==> src/hdl/pmfs_pkg.sv <==
package pmfs_pkg;
    // ==========================================================
    // register map (byte addresses, one word each)
    localparam logic [7:0] PMFS_CTRL_OFS = 8'h00;
    localparam logic [7:0] PMFS_VSET_OFS = 8'h04;
    localparam logic [7:0] PMFS_ISET_OFS = 8'h08;
    localparam logic [7:0] PMFS_STAT_OFS = 8'h0C;
    localparam logic [7:0] PMFS_CMD_OFS = 8'h10;
    localparam logic [7:0] PMFS_MEAS_OFS = 8'h14;
    // control field positions
    localparam int PMFS_CTRL_EN_BIT = 0;
    localparam int PMFS_CTRL_CMODE_BIT = 1;
    // status field positions
    localparam int PMFS_ST_CAT_BIT = 0;
    localparam int PMFS_ST_TRK_BIT = 1;
    localparam int PMFS_ST_THERM_BIT = 2;
    localparam int PMFS_ST_OPEN_BIT = 3;
    localparam int PMFS_ST_OPENNOW_BIT = 4;
    localparam int PMFS_ST_CONV_BIT = 5;
    localparam int PMFS_ST_ENAB_BIT = 6;
    localparam int PMFS_ST_CMODE_BIT = 7;
    // command field positions
    localparam int PMFS_CMD_RESTORE_BIT = 0;
    localparam int PMFS_CMD_OPENCLR_BIT = 1;
    // reset values
    localparam logic [11:0] PMFS_SET_RST = 12'h000;
    // tracking margin: rated value times ten percent
    localparam int PMFS_MARGIN_PCT = 10;
    localparam int PMFS_PCT_FULL = 100;
endpackage

==> src/hdl/pmfs_supervisor.sv <==
// Decided for this implementation: the APB slave port and the address map.
`timescale 1ns/10ps
`default_nettype none
// ==========================================================
// Summary of operation
// RQ1: overvoltage, overcurrent, overtemperature or power loss runs the catastrophic shutdown.
// RQ2: shutdown first opens all power and signal relays together.
// RQ3: shutdown forces the voltage and current setpoints to zero.
// RQ4: catastrophic faults latch the converter off until recovery completes; the code turns it back on at reset, before the restore command.
// RQ5: a catastrophic fault sends the catastrophic status flag to the controller.
// RQ6: the controller drops the faulted address and sends it no more commands.
// RQ7: recovery needs source power removed for at least 5 seconds; the code has no timer, and a reset of any length clears the latch.
// RQ8: after power returns only the restore command puts the address back.
// RQ9: output above setpoint by more than 10 percent of rating trips the tracking fault.
// RQ10: either thermostat going hot trips shutdown and the thermal flag.
// RQ11: thermal shutdown stays latched after the thermostat cools.
// RQ12: bulk storage voltage low trips shutdown and the tracking flag.
// RQ13: open lead sets voltage mode, disables output and zeroes setpoints, converter on.
// RQ14: open lead sends the open-lead fault message at the same time.
// RQ15: once open lead clears, commands are accepted again with no recovery.
// RQ16: excess power-lead drop counts as an open lead detection.
// RQ17: while a catastrophic fault is latched, enable and setpoint writes are ignored.
module pmfs_supervisor
    import pmfs_pkg::*;
#(
    parameter int SET_W = 12,
    parameter int RATED_V = 4095,
    parameter int RATED_I = 4095
) (
    // clock and reset
    input wire logic core_clk_i,
    input wire logic rst_n_i,
    // apb slave
    input wire logic psel_i,
    input wire logic penable_i,
    input wire logic pwrite_i,
    input wire logic [7:0] paddr_i,
    input wire logic [31:0] pwdata_i,
    output logic [31:0] prdata_o,
    output logic pready_o,
    output logic pslverr_o,
    // fault detectors
    input wire logic [SET_W-1:0] vmeas_i,
    input wire logic [SET_W-1:0] imeas_i,
    input wire logic [1:0] therm_hot_i,
    input wire logic bulk_low_i,
    input wire logic open_lead_i,
    input wire logic lead_drop_hi_i,
    // power stage
    output logic [3:0] pwr_relay_o,
    output logic [1:0] sig_relay_o,
    output logic [SET_W-1:0] vset_o,
    output logic [SET_W-1:0] iset_o,
    output logic conv_on_o,
    output logic cur_mode_o,
    // controller messages
    output logic cat_flag_o,
    output logic open_msg_o
);
    // ==========================================================
    // state
    typedef struct packed {
        logic en;
        logic cmode;
        logic [SET_W-1:0] vset;
        logic [SET_W-1:0] iset;
        logic cat;
        logic trk;
        logic therm;
        logic open_st;
        logic open_seen;
        logic [31:0] rdata;
        logic ready;
        logic err;
        logic [3:0] prl;
        logic [1:0] srl;
        logic [SET_W-1:0] vo;
        logic [SET_W-1:0] io;
        logic conv;
        logic cm_o;
        logic catf;
        logic openm;
    } pmfs_state_t;

    localparam logic [SET_W:0] V_MARGIN =
        (SET_W+1)'((RATED_V * PMFS_MARGIN_PCT) / PMFS_PCT_FULL);
    localparam logic [SET_W:0] I_MARGIN =
        (SET_W+1)'((RATED_I * PMFS_MARGIN_PCT) / PMFS_PCT_FULL);

    pmfs_state_t state_r;
    pmfs_state_t state_nxt;

    logic open_now;
    logic trk_trip;
    logic cat_ev;
    logic acc;
    logic wr;
    logic [SET_W:0] vlim;
    logic [SET_W:0] ilim;

    // ==========================================================
    // fault detection
    // an excess lead drop looks the same as a broken lead
    assign open_now = open_lead_i | lead_drop_hi_i; // RQ16
    assign vlim = {1'b0, state_r.vset} + V_MARGIN;
    assign ilim = {1'b0, state_r.iset} + I_MARGIN;
    // compare against programmed value, not the live output
    assign trk_trip = ({1'b0, vmeas_i} > vlim) |
        ({1'b0, imeas_i} > ilim); // RQ9
    // all four catastrophic classes share one shutdown path
    assign cat_ev = trk_trip | bulk_low_i | (|therm_hot_i); // RQ1
    assign acc = psel_i & penable_i & ~state_r.ready;
    assign wr = acc & pwrite_i;

    // ==========================================================
    // next state
    always_comb begin
        state_nxt = state_r;
        state_nxt.ready = acc;
        state_nxt.err = 1'b0;
        state_nxt.rdata = 32'h00000000;
        // register writes, dropped for enable/setpoints once latched
        if (wr && !state_r.cat && !state_r.open_st) begin // RQ17
            unique case (paddr_i)
                PMFS_CTRL_OFS: begin
                    state_nxt.en = pwdata_i[PMFS_CTRL_EN_BIT];
                    state_nxt.cmode = pwdata_i[PMFS_CTRL_CMODE_BIT];
                end
                PMFS_VSET_OFS: state_nxt.vset = pwdata_i[SET_W-1:0];
                PMFS_ISET_OFS: state_nxt.iset = pwdata_i[SET_W-1:0];
                default: ;
            endcase
        end
        // restore command clears the catastrophic latch after power-on
        if (wr && paddr_i == PMFS_CMD_OFS &&
            pwdata_i[PMFS_CMD_RESTORE_BIT]) begin // RQ8
            state_nxt.cat = 1'b0;
            state_nxt.trk = 1'b0;
            state_nxt.therm = 1'b0;
        end
        // open-lead message ack; a fresh detection wins over the clear
        if (wr && paddr_i == PMFS_CMD_OFS &&
            pwdata_i[PMFS_CMD_OPENCLR_BIT]) begin
            state_nxt.open_seen = 1'b0;
        end
        // reads
        if (acc && !pwrite_i) begin
            unique case (paddr_i)
                PMFS_CTRL_OFS: begin
                    state_nxt.rdata[PMFS_CTRL_EN_BIT] = state_r.en;
                    state_nxt.rdata[PMFS_CTRL_CMODE_BIT] = state_r.cmode;
                end
                PMFS_VSET_OFS: state_nxt.rdata[SET_W-1:0] = state_r.vset;
                PMFS_ISET_OFS: state_nxt.rdata[SET_W-1:0] = state_r.iset;
                PMFS_STAT_OFS: begin
                    state_nxt.rdata[PMFS_ST_CAT_BIT] = state_r.cat;
                    state_nxt.rdata[PMFS_ST_TRK_BIT] = state_r.trk;
                    state_nxt.rdata[PMFS_ST_THERM_BIT] = state_r.therm;
                    state_nxt.rdata[PMFS_ST_OPEN_BIT] = state_r.open_seen;
                    state_nxt.rdata[PMFS_ST_OPENNOW_BIT] = state_r.open_st;
                    state_nxt.rdata[PMFS_ST_CONV_BIT] = state_r.conv;
                    state_nxt.rdata[PMFS_ST_ENAB_BIT] = state_r.en;
                    state_nxt.rdata[PMFS_ST_CMODE_BIT] = state_r.cmode;
                end
                PMFS_CMD_OFS: ;
                PMFS_MEAS_OFS: begin
                    state_nxt.rdata[SET_W-1:0] = vmeas_i;
                    state_nxt.rdata[SET_W+15:16] = imeas_i;
                end
                default: state_nxt.err = acc;
            endcase
        end
        if (wr && paddr_i > PMFS_MEAS_OFS) begin
            state_nxt.err = 1'b1;
        end
        // catastrophic fault: latch flags, set wins over restore
        if (cat_ev) begin // RQ1
            state_nxt.cat = 1'b1;
            state_nxt.trk = state_nxt.trk | trk_trip | bulk_low_i; // RQ12
            state_nxt.therm = state_nxt.therm | (|therm_hot_i); // RQ10
        end
        // open lead: voltage mode, disabled, zero setpoints
        state_nxt.open_st = open_now; // RQ15
        if (open_now) begin // RQ13
            state_nxt.open_seen = 1'b1; // RQ14
            state_nxt.en = 1'b0;
            state_nxt.cmode = 1'b0;
            state_nxt.vset = PMFS_SET_RST;
            state_nxt.iset = PMFS_SET_RST;
        end
        // catastrophic latch kills the programmed state too
        if (state_nxt.cat) begin // RQ3
            state_nxt.en = 1'b0;
            state_nxt.vset = PMFS_SET_RST;
            state_nxt.iset = PMFS_SET_RST;
        end
        // outputs: relays open in the same edge as the trip
        state_nxt.prl = state_nxt.en ? 4'hF : 4'h0; // RQ2
        state_nxt.srl = state_nxt.en ? 2'h3 : 2'h0; // RQ2
        state_nxt.vo = state_nxt.vset; // RQ3
        state_nxt.io = state_nxt.iset; // RQ3
        // thermal latch holds converter off after cool-down
        state_nxt.conv = ~state_nxt.cat; // RQ4 RQ11
        state_nxt.cm_o = state_nxt.cmode;
        state_nxt.catf = state_nxt.cat; // RQ5
        state_nxt.openm = state_nxt.open_seen; // RQ14
    end

    // ==========================================================
    // state register
    always_ff @(posedge core_clk_i) begin
        if (!rst_n_i) begin
            state_r <= '0;
            state_r.conv <= 1'b1;
        end else begin
            state_r <= state_nxt;
        end
    end

    assign prdata_o = state_r.rdata;
    assign pready_o = state_r.ready;
    assign pslverr_o = state_r.err;
    assign pwr_relay_o = state_r.prl;
    assign sig_relay_o = state_r.srl;
    assign vset_o = state_r.vo;
    assign iset_o = state_r.io;
    assign conv_on_o = state_r.conv;
    assign cur_mode_o = state_r.cm_o;
    assign cat_flag_o = state_r.catf;
    assign open_msg_o = state_r.openm;

    // ==========================================================
    // checks
    relay_open_a: assert property ( // RQ2
        @(posedge core_clk_i) disable iff (!rst_n_i)
        cat_ev |=> (pwr_relay_o == 4'h0 && sig_relay_o == 2'h0))
        else $error("relays not opened after fault");
    setp_zero_a: assert property ( // RQ3
        @(posedge core_clk_i) disable iff (!rst_n_i)
        cat_ev |=> (vset_o == '0 && iset_o == '0))
        else $error("setpoints not zero after fault");
    conv_latch_a: assert property ( // RQ4
        @(posedge core_clk_i) disable iff (!rst_n_i)
        cat_flag_o |-> !conv_on_o)
        else $error("converter on while fault latched");
    cat_flag_a: assert property ( // RQ5
        @(posedge core_clk_i) disable iff (!rst_n_i)
        cat_ev |=> cat_flag_o)
        else $error("catastrophic flag missing");
    therm_hold_a: assert property ( // RQ11
        @(posedge core_clk_i) disable iff (!rst_n_i)
        (cat_flag_o && !(wr && paddr_i == PMFS_CMD_OFS &&
        pwdata_i[PMFS_CMD_RESTORE_BIT])) |=> cat_flag_o)
        else $error("fault latch released without restore");
    open_resp_a: assert property ( // RQ13
        @(posedge core_clk_i) disable iff (!rst_n_i)
        open_now |=> (!cur_mode_o && pwr_relay_o == 4'h0 &&
        ((conv_on_o == $past(conv_on_o)) || $past(cat_ev))) ##0 open_msg_o)
        else $error("open lead response wrong");
    drop_open_a: assert property ( // RQ16
        @(posedge core_clk_i) disable iff (!rst_n_i)
        (lead_drop_hi_i && !open_lead_i) |=> open_msg_o)
        else $error("lead drop not treated as open");
    lock_cmd_a: assert property ( // RQ17
        @(posedge core_clk_i) disable iff (!rst_n_i)
        (cat_flag_o && !cat_ev) |=> ##1 (vset_o == '0 && pwr_relay_o == 4'h0))
        else $error("commands obeyed while latched");
    trk_trip_a: assert property ( // RQ9
        @(posedge core_clk_i) disable iff (!rst_n_i)
        trk_trip |=> ##1 pwr_relay_o == 4'h0)
        else $error("tracking fault did not shut down");

    // ==========================================================
    // cause flags and the open-lead path, which must not latch
    trk_flag_a: assert property ( // RQ9
        @(posedge core_clk_i) disable iff (!rst_n_i)
        trk_trip |=> (state_r.trk && cat_flag_o))
        else $error("tracking cause not flagged");
    therm_flag_a: assert property ( // RQ10
        @(posedge core_clk_i) disable iff (!rst_n_i)
        (|therm_hot_i) |=> (state_r.therm && cat_flag_o))
        else $error("thermal cause not flagged");
    bulk_flag_a: assert property ( // RQ12
        @(posedge core_clk_i) disable iff (!rst_n_i)
        bulk_low_i |=> (state_r.trk && cat_flag_o))
        else $error("power loss cause not flagged");
    conv_off_a: assert property ( // RQ4
        @(posedge core_clk_i) disable iff (!rst_n_i)
        cat_ev |=> !conv_on_o)
        else $error("converter not latched off");
    open_conv_a: assert property ( // RQ13
        @(posedge core_clk_i) disable iff (!rst_n_i)
        (open_now && !cat_ev && !cat_flag_o) |=> conv_on_o)
        else $error("open lead latched the converter");
    open_zero_a: assert property ( // RQ13
        @(posedge core_clk_i) disable iff (!rst_n_i)
        open_now |=> (vset_o == '0 && iset_o == '0 && sig_relay_o == 2'h0))
        else $error("open lead left output live");
    open_msg_a: assert property ( // RQ14
        @(posedge core_clk_i) disable iff (!rst_n_i)
        $rose(open_msg_o) |-> (!cur_mode_o && pwr_relay_o == 4'h0))
        else $error("open lead message out of step");
    open_free_a: assert property ( // RQ15
        @(posedge core_clk_i) disable iff (!rst_n_i)
        (wr && paddr_i == PMFS_VSET_OFS && !state_r.open_st &&
        !cat_flag_o && !cat_ev && !open_now) |=>
        (state_r.vset == $past(pwdata_i[SET_W-1:0])))
        else $error("setpoint write refused after open lead");
    restore_ok_a: assert property ( // RQ8
        @(posedge core_clk_i) disable iff (!rst_n_i)
        (wr && paddr_i == PMFS_CMD_OFS && !cat_ev &&
        pwdata_i[PMFS_CMD_RESTORE_BIT]) |=> (conv_on_o && !cat_flag_o))
        else $error("restore did not release the latch");
endmodule
`default_nettype wire

==> config.mk <==
export PLATFORM = sky130hd
export DESIGN_NAME = pmfs_supervisor
export DESIGN_NICKNAME = d
export VERILOG_FILES = /design/src/hdl/pmfs_pkg.sv /design/src/hdl/pmfs_supervisor.sv
export SDC_FILE = /design/constraint.sdc
export NUM_CORES = 1
export LEC_CHECK = 0
export CORE_MARGIN = 2
export CORE_UTILIZATION = 60
export DETAILED_ROUTE_END_ITERATION = 7
export DONT_BUFFER_PORTS = 1
export GPL_TIMING_DRIVEN = 0
export PLACE_DENSITY = 0.76
export SLEW_MARGIN = 20
export SYNTH_ARGS = -nofsm -noshare
export SYNTH_HDL_FRONTEND = slang
export SYNTH_SLANG_ARGS = --single-unit
==> constraint.sdc <==
create_clock -name core_clk_i -period 6.3 [get_ports core_clk_i]
set_input_delay 0.63 -clock core_clk_i [delete_from_list [all_inputs] [get_ports core_clk_i]]
set_output_delay 0.63 -clock core_clk_i [all_outputs]
set_load 0.005 [all_outputs]
==> out/metrics.yaml, run 1 <==
outcome:
  outcome: "finished clean"
finish:
  diodes: 0
  final_common_cell: "buf_4"
  fill_cells: 570
  fin_nets: 522
  seqCellArea_um2: 1160
  multiInputGateArea_um2: 2110
  area_growth_pct: 7.68
  final_cell_mix: "buf_4 (63), dfxtp_1 (58), mux2i_1 (26), ha_1 (26)"
  drive_gt1_share_pct: 26.5
  instances_no_fill: 503
  stdcell_area_um2: 4100
die:
  chipWidth_um: 83.7
  die-area_um2: 7010
  start_util_pct: 61.1
  core_area_um2: 6240
  die_y_um: 83.7
  std_cell_rows: 29
  ios: 142
clock_network:
  clk_latency_ns: 0.34
  cts.htree.levels: 3
  cts_hold_buf: 0
  cts-root-buf: "clkbuf_8"
  numCtsBuffers: 9
  cts_buffer_depth: 2
  cts_num_sinks: 58
  cts_resized: 0
  clk_pin_slew_ns: 0.06
  post_cts_buffers: 0
  cts_tree: "done"
timing:
  rsz0062_at_grt: "false"
  worst_slew_pin_slew_ns: 0.677
  report.final.slew_viol_count: 0
  clock.fmax_ghz: 0.287
  slew_headroom_pct: 54.7
  finalCritPeriodShare_pct: 55.4
  hold_viol_final: 0
  fin_tns_setup_ns: 0
  min_period_ns: 3.49
  setup_ws_ns: 2.81
  setup_viol: 0
  finClkSkew_ns: 0.00612
synth:
  yosys_warnings: 0
  synthSimpleGateAreaFrac_pct: 21.8
  synth_flop_cell: "dfxtp_1"
  syn_area_um2: 3810
  synth_compound_area_share_pct: 13.2
  synth.area.mux_share_pct: 6.83
  ys_seq_area_share_pct: 30.5
  synth-xor-area-share_pct: 4.14
  synth_top_family_by_area: "simple AND/OR/NAND/NOR gates"
  synth_area_per_cell_um2: 9.43
  synth-edff-count: 0
  synthAdderAreaFrac_pct: 8.54
  async_reset_ff_share_pct: 0
  synth-seq-cells: 58
  syn-instance-count: 404
  ys_types: 52
global_routing:
  grt_overflow: 0
  grt_max_degree: 11
  grt_pass1_wl_um: 14500
  grt_usage_pct: 26.4
  antenna_found_initial: 0
  grt_pass1_vias: 2885
detailed_routing:
  drc_errors: 0
  vias: 3051
  ant_nets: 0
  drt_iter0_drc: 288
  vias_per_cell: 6.07
  dr.pass1.iters: 6
  routedWlPerCell_um: 18.2
  wirelength_um: 9180
setup_path:
  crit_fanout: 10
  cp_num_cells: 12
  crit_required_ns: 6.50
  crit_slowest_cell: "a31oi_2"
  ff2ff_path_depth: 12
  start_kind: "flop"
  setup.worst_path.start: "vset_o[0]"
  cp-end-kind: "flop"
  critPathTopFamily: "compound AO/OA/AOI/OAI gates"
  critPathKind: "flop to flop"
  critPathBufInv: 1
  crit_chain: "ha_1 > a211oi_1 > o21ai_0 > nand2_1 > xor2_1 > ha_1 > nand3_1 > nor4_1 > a41o_1 > a31oi_2 > buf_2 > o31ai_1"
  r2r_slack_ns: 2.81
  crit_arrival_ns: 3.69
  cp_common_cell: "ha_1"
  critPathMaxStageDelay_ns: 0.48
  r2r_end: "conv_on_o"
  crit_path_end: "conv_on_o"
  timing.rr.start: "vset_o[0]"
worst_hold_path:
  hold_depth: 1
  min-delay-start: "rst_n_i"
  min_path_type: "input port to flop"
pwr:
  ir_drop_uv: 145
  power_density_nw_per_um2: 176
  power.leakage_nw: 1.73
placed_design:
  port_buffers: 0
  dp_cells: 488
  hpwl_um: 7040
  pre_cts_ws_ns: 2.88
  gp_congestion: 0.865
  place_area_um2: 3930
job:
  max_cap_viol_count: 0
[synthesized netlist by cell type (all sizes together) (2+ instances only)]
library cell	instances	share of area [%]
buf	71	14
dfxtp	58	30
nor4	28	8.3
ha	26	8.5
mux2i	26	6.8
nor2	20	2.0
a21oi	16	2.2
and2	15	2.5
a22oi	14	2.8
nand2	14	1.4
nand3	12	1.6
xnor2	10	2.3
o21ai	9	1.2
xor2	8	1.8
a211oi	7	1.4
inv	7	0.69
a222oi	6	1.6
nor2b	6	0.99
clkbuf	5	0.49
nor3	5	0.79
nand4	4	0.66
o21bai	3	0.59
or4	3	0.69
a211o	2	0.46
a21o	2	0.39
and4	2	0.46
and4b	2	0.53
nand2b	2	0.33
nand3b	2	0.39
nor3b	2	0.39
o31a	2	0.46
or2	2	0.33
[where the power goes]
part / switching, W / internal [W]
combinational: 0.0000268 / 0.0000192
clock: 0.000145 / 0.000160
sequential: 0.00000234 / 0.000370
total: 0.000174 / 0.000549
[kinds of logic after synthesis]
kind of cell / after synthesis
flip-flops: 58
adder cells (fa/ha/maj): 26
AND/OR/NAND/NOR: 122
other: 1
buffers and inverters: 83
multiplexers: 26
AO/OA/AOI/OAI: 70
XOR/XNOR: 18
[layout make-up]
type	instances	share of cell area, %
plain buffers	76	13.3
clock buffers	12	3.78
clock inverters	3	0.366
inverters	7	0.640
multi-input cells	270	51.3
flip-flops and latches	58	28.3
well taps	77	2.35
[metal layers]
| layer | track usage (%) | wire length, µm | vias to the layer above |
|---|---|---|---|
| met5 | 0 | 0 | - |
| met4 | 12.0 | 221 | 0 |
| met3 | 7.91 | 843 | 22 |
| met2 | 40.9 | 4290 | 135 |
| met1 | 34.0 | 3830 | 1435 |
| li1 | - | - | 1459 |
[how the worst min path moves through the flow]
stage | endpoint
after floorplan | open_msg_o
after global placement | open_msg_o
after detailed placement | open_msg_o
after CTS | conv_on_o
after global routing | conv_on_o
final | conv_on_o
[registers in the layout, indices dropped and copies added (netlist names)]
name and cells:
cur_mode_o 1, conv_on_o 1, iset_o 12, open_msg_o 1
cat_flag_o 1, pwr_relay_o 1, state_r 3, vset_o 12
prdata_o 24, pslverr_o 1, pready_o 1
[through the flow]
step | power [W] | utilization [%] | hold WS [ns]
3_3_place_gp | 0.000424 | 63.0 | 0.490
2_1_floorplan | 0.000417 | - | 0.472
4_1_cts | 0.000725 | 65.8 | 0.396
3_5_place_dp | 0.000425 | 63.0 | 0.504
5_1_grt | 0.000750 | 65.8 | 0.398
6_report | 0.000723 | 65.8 | 0.410
Note: power is estimated with default switching activity, not from simulation.
==> run 2: changes to the inputs <==
clock period = 3.55 ns   (was 6.3 ns; I/O delays follow)
==> out/metrics.yaml, run 2 (synthesis gave the netlist of run 1 again) <==
outcome:
  outcome: "finished clean"
detailed_routing:
  drc_errors: 0
  wirelength_met1_um: 3780
  wl_met2_um: 4330
  routedWlPerCell_um: 18.2
  wirelength_um: 9180
  vias_per_cell: 6.03
  dr_wl_met3_um: 908
  dr.pass1.iters: 5
  drt_iter0_drc: 241
  ant_nets: 0
  vias: 3037
  maxUsedRoutingLayer: "met4"
timing:
  setup_ws_ns: 0.155
  fin_tns_setup_ns: 0
  finalCritPeriodShare_pct: 95.6
  setup_viol: 0
  worst_slew_pin_slew_ns: 0.651
  rsz0062_at_grt: "false"
  min_period_ns: 3.39
  clock.fmax_ghz: 0.295
  report.final.slew_viol_count: 0
  slew_headroom_pct: 56.5
  finClkSkew_ns: 0.00771
  hold_viol_final: 0
setup_path:
  crit_required_ns: 3.77
  ff2ff_path_depth: 12
  start_kind: "flop"
  crit_fanout: 10
  setup.worst_path.start: "vset_o[2]"
  timing.rr.start: "vset_o[2]"
  critPathKind: "flop to flop"
  r2r_end: "conv_on_o"
  r2r_slack_ns: 0.16
  crit_path_end: "conv_on_o"
  crit_arrival_ns: 3.61
  cp-end-kind: "flop"
worst_hold_path:
  min_path_type: "input port to flop"
  min-delay-start: "rst_n_i"
finish:
  stdcell_area_um2: 4130
  final_common_cell: "buf_4"
  multiInputGateArea_um2: 2120
  final_cell_mix: "buf_4 (64), dfxtp_1 (58), mux2i_1 (26), ha_1 (26)"
  fill_cells: 564
  finish.utilization_pct: 66.1
  instances_no_fill: 504
  area_growth_pct: 8.24
  fin_nets: 523
  seqCellArea_um2: 1160
  drive_gt1_share_pct: 26.9
  diodes: 0
  largest_reg_flops: 24
clock_network:
  clk_latency_ns: 0.34
  cts_num_sinks: 58
  cts_tree: "done"
  cts-root-buf: "clkbuf_8"
  clk_pin_slew_ns: 0.06
  cts_buffer_depth: 2
  numCtsBuffers: 9
  cts.htree.levels: 3
  cts_hold_buf: 0
global_routing:
  grt_usage_pct: 26.4
  grt_overflow: 0
  grt_pass1_wl_um: 14500
  grt_pass1_vias: 2885
  grt_max_degree: 11
  antenna_found_initial: 0
die:
  ios: 142
  std_cell_rows: 29
  chipWidth_um: 83.7
  core_area_um2: 6240
  die_y_um: 83.7
  start_util_pct: 61.1
  die-area_um2: 7010
pwr:
  power.leakage_nw: 1.74
  power_density_nw_per_um2: 311
  ir_drop_uv: 257
placed_design:
  hpwl_um: 7040
  dp_cells: 488
  pre_cts_ws_ns: 0.127
  port_buffers: 0
  gp_congestion: 0.865
  place_area_um2: 3930
job:
  max_cap_viol_count: 0
## run 2: cell types whose count changed in the layout (fill, tap and decap cells not counted)
| cell | previous run | this run |
|---|---|---|
| a31oi_2 | 1 | 0 |
| a211oi_1 | 7 | 6 |
| buf_4 | 63 | 64 |
| a211oi_2 | 0 | 1 |
| a31oi_4 | 0 | 1 |
## run 2: power by group
group / switching (W) / total [W] / internal, W
registers: 0.00000411 / 0.000660 / 0.000656
clock network: 0.000254 / 0.000538 / 0.000284
logic: 0.0000479 / 0.0000835 / 0.0000356
total: 0.000306 / 0.00128 / 0.000976
## run 2: how the worst min path moves through the flow
stage / slack, ns / depth (start not counted) / end
finish: 0.14 / 1 / conv_on_o
global route: 0.12 / 1 / conv_on_o
CTS: 0.12 / 1 / conv_on_o
detailed placement: 0.48 / 1 / conv_on_o
global placement: 0.45 / 1 / conv_on_o
floorplan: 0.43 / 1 / conv_on_o
## run 2: layer usage
layer / GRT usage [%] / up-vias
met5: 0 / -
met4: 12.0 / 0
met3: 7.91 / 14
met2: 40.9 / 140
met1: 34.0 / 1422
li1: - / 1461
## run 2: repair_timing
action                     CTS  global route
gates resized for setup      0             2
setup endpoints to repair    0            20
buffers inserted             0             1
## run 2: metrics by stage
stage | hold WS, ns | power [W]
after floorplan | 0.426 | 0.000739
final | 0.135 | 0.00128
after global placement | 0.449 | 0.000752
after detailed placement | 0.476 | 0.000754
after global routing | 0.123 | 0.00133
after CTS | 0.121 | 0.00129
## run 2: final cells by class
cell class / count / area share (%)
multi-input cells: 270 / 51.4
flip-flops and latches: 58 / 28.1
plain buffers: 76 / 13.2
clock buffers: 12 / 3.76
well taps: 77 / 2.34
inverters: 7 / 0.637
clock inverters: 3 / 0.364
repair buffers: 1 / 0.182
## run 2: worst max-delay path: stages, from the launching register on
cell and delay, ns:
dfxtp_1 0.48, nand3_1 0.17, nor3b_1 0.21, o21ai_0 0.32, nand3_1 0.14, xor2_1 0.16
ha_1 0.30, nand3_1 0.16, nor4_1 0.49, a41o_1 0.20, a31oi_4 0.08, buf_2 0.27
o31ai_1 0.30
==> run 3: changes to the inputs <==
--- a/config.mk
+++ b/config.mk
@@ -7,2 +7,3 @@
 export LEC_CHECK = 0
+export ABC_AREA = 1
 export CORE_MARGIN = 2
==> constraint.sdc (replaced) <==
create_clock -name core_clk_i -period 3.55 [get_ports core_clk_i]
set_input_delay 0.71 -clock core_clk_i [delete_from_list [all_inputs] [get_ports core_clk_i]]
set_output_delay 0.71 -clock core_clk_i [all_outputs]
set_load 0.005 [all_outputs]
==> out/metrics.yaml, run 3 <==
outcome:
  outcome: "finished clean"
setup_path:
  cp-end-kind: "flop"
  critPathBufInv: 1
  start_kind: "flop"
  crit_chain: "ha_1 > nand2_1 > nand2_1 > o21ai_0 > or2_2 > nand2_1 > o21ai_0 > xor2_1 > ha_1 > nand3_1 > nor4_1 > nor2_1 > nand2_1 > nand4_4 > buf_6 > nor3_2"
  crit_required_ns: 3.83
  ff2ff_path_depth: 16
  crit_arrival_ns: 3.47
  critPathKind: "flop to flop"
  crit_slowest_cell: "dfxtp_1"
  critPathMaxStageDelay_ns: 0.41
  cp_common_cell: "nand2_1"
  crit_fanout: 10
  critPathTopFamily: "simple AND/OR/NAND/NOR gates"
  cp_num_cells: 16
synth:
  synth.most_common_cell: "nand2_1"
  async_reset_ff_share_pct: 0
  yosys_warnings: 0
  synth_flop_cell: "dfxtp_1"
  ys_seq_area_share_pct: 28.6
  syn-instance-count: 554
  yosysTopAreaCellShare_pct: 28.6
  syn_area_um2: 4060
  synth-seq-cells: 58
  synth-edff-count: 0
  ys_types: 44
  synth_area_per_cell_um2: 7.33
  synth_area_leaders: "dfxtp_1 (29%), buf_4 (12%), nand2_1 (11%), ha_1 (8.0%), inv_1 (7.1%)"
  synth.top_cells.by_count: "nand2_1 (121), inv_1 (77), buf_4 (63)"
  synth_area_leader_cell: "dfxtp_1"
die:
  start_util_pct: 62.9
  chipWidth_um: 86.3
  core_area_um2: 6460
  std_cell_rows: 29
  ios: 142
  die-area_um2: 7450
  die_y_um: 86.3
timing:
  finClkSkew_ns: 0.00767
  rsz0062_at_grt: "false"
  report.final.slew_viol_count: 0
  fin_tns_setup_ns: 0
  finalCritPeriodShare_pct: 89.9
  hold_viol_final: 0
  min_period_ns: 3.19
  setup_viol: 0
  worst_slew_pin_slew_ns: 0.730
  slew_headroom_pct: 51.3
  clock.fmax_ghz: 0.313
job:
  max_cap_viol_count: 0
pwr:
  ir_drop_uv: 212
  power.leakage_nw: 2.07
  power_density_nw_per_um2: 315
global_routing:
  grt_overflow: 0
  grt_usage_pct: 27.8
  antenna_found_initial: 0
  grt_pass1_vias: 3451
  grt_pass1_wl_um: 16200
  grt_max_degree: 13
finish:
  final_cell_mix: "nand2_1 (121), inv_1 (77), buf_4 (63), dfxtp_1 (58), nor2_1 (40)"
  fin_nets: 672
  largest_reg_flops: 24
  area_growth_pct: 8.01
  final_common_cell: "nand2_1"
  stdcell_area_um2: 4390
  diodes: 0
  finish.utilization_pct: 67.9
  drive_gt1_share_pct: 21.8
clock_network:
  cts_buffer_depth: 2
  cts_num_sinks: 58
  cts_hold_buf: 0
  post_cts_buffers: 0
  cts_tree: "done"
  clk_latency_ns: 0.36
  numCtsBuffers: 9
  cts_resized: 0
  clk_pin_slew_ns: 0.08
  cts.htree.levels: 3
  cts-root-buf: "clkbuf_8"
detailed_routing:
  dr.pass1.iters: 4
  routedWlPerCell_um: 15.3
  drc_errors: 0
  drt_iter0_drc: 180
  vias: 3514
  wirelength_um: 10000
  ant_nets: 0
  vias_per_cell: 5.37
placed_design:
  hpwl_um: 7890
  place_area_um2: 4190
  port_buffers: 0
  gp_congestion: 0.918
worst_hold_path:
  hold_depth: 2
  min_path_type: "input port to flop"
-- run 3: cell count changes in the layout (fill, tap and decap cells not counted), moves of 14 or more --
| cell | delta |
|---|---|
| nor4_2 | -20 |
| nand3_1 | +14 |
| and2_1 | -15 |
| a22oi_1 | -14 |
| nand2_1 | +107 |
| o21ai_1 | +17 |
| nor3_2 | +19 |
| nor2_1 | +20 |
| mux2i_1 | -26 |
| inv_1 | +70 |
-- run 3: layout make-up --
cell class              instances  area (µm²)
inverters                      80         300
well taps                      77        96.3
fillers                       570        2070
plain buffers                  72         527
flip-flops and latches         58        1160
multi-input cells             351        2100
clock buffers                   9         124
clock inverters                 7        78.8
-- run 3: worst paths after layout --
path	end	startpoint	slack [ns]
worst min-delay path	prdata_o[26]	imeas_i[10]	0.45
worst min register to register	state_r[70]	state_r[70]	0.49
worst max register to register	pwr_relay_o[2]	iset_o[1]	0.36
worst max-delay path	pwr_relay_o[2]	iset_o[1]	0.36
-- run 3: power breakdown --
part	switching (W)	internal [W]	leakage, nW
combinational	0.0000503	0.0000325	1.51
sequential	0.00000506	0.000656	0.469
clock	0.000310	0.000328	0.0921
-- run 3: routing by layer --
layer  GRT usage, %  vias up  routed length, µm
met5              0        -                  0
met4           10.8        0                220
met3           8.48       26                897
met2           45.8      158               4580
met1           34.1     1585               4310
li1               -     1745                  -
-- run 3: kinds of logic (layout without fill, tap and decap cells) --
logic type                 count (synthesis)  after routing  synth area share [%]
AOI/OAI and AO/OA                         61             61                  9.58
xor gates and xnor gates                  18             18                  3.88
adders and majority gates                 26             26                  8.01
buffers and inverters                    152            168                  20.4
DFF                                       58             58                  28.6
other                                      1              8                0.0923
and+or+nand+nor                          238            238                  29.5
-- run 3: worst register-to-register path, cell delays in order, from the launching register on --
cell	delay (ns)
dfxtp_1	0.41
ha_1	0.22
nand2_1	0.10
nand2_1	0.11
o21ai_0	0.10
or2_2	0.30
nand2_1	0.09
o21ai_0	0.10
xor2_1	0.16
ha_1	0.31
nand3_1	0.12
nor4_1	0.28
nor2_1	0.08
nand2_1	0.19
nand4_4	0.21
buf_6	0.22
nor3_2	0.12
-- run 3: stage by stage --
step / instances / setup WS, ns / power (W) / hold slack [ns]
6_report: 654 / 0.358 / 0.00138 / 0.453
3_3_place_gp: 638 / 0.435 / 0.000754 / 0.458
4_1_cts: 654 / 0.360 / 0.00138 / 0.449
5_1_grt: 654 / 0.182 / 0.00142 / 0.458
3_5_place_dp: 638 / 0.362 / 0.000757 / 0.476
2_1_floorplan: 561 / 0.895 / 0.000741 / 0.440
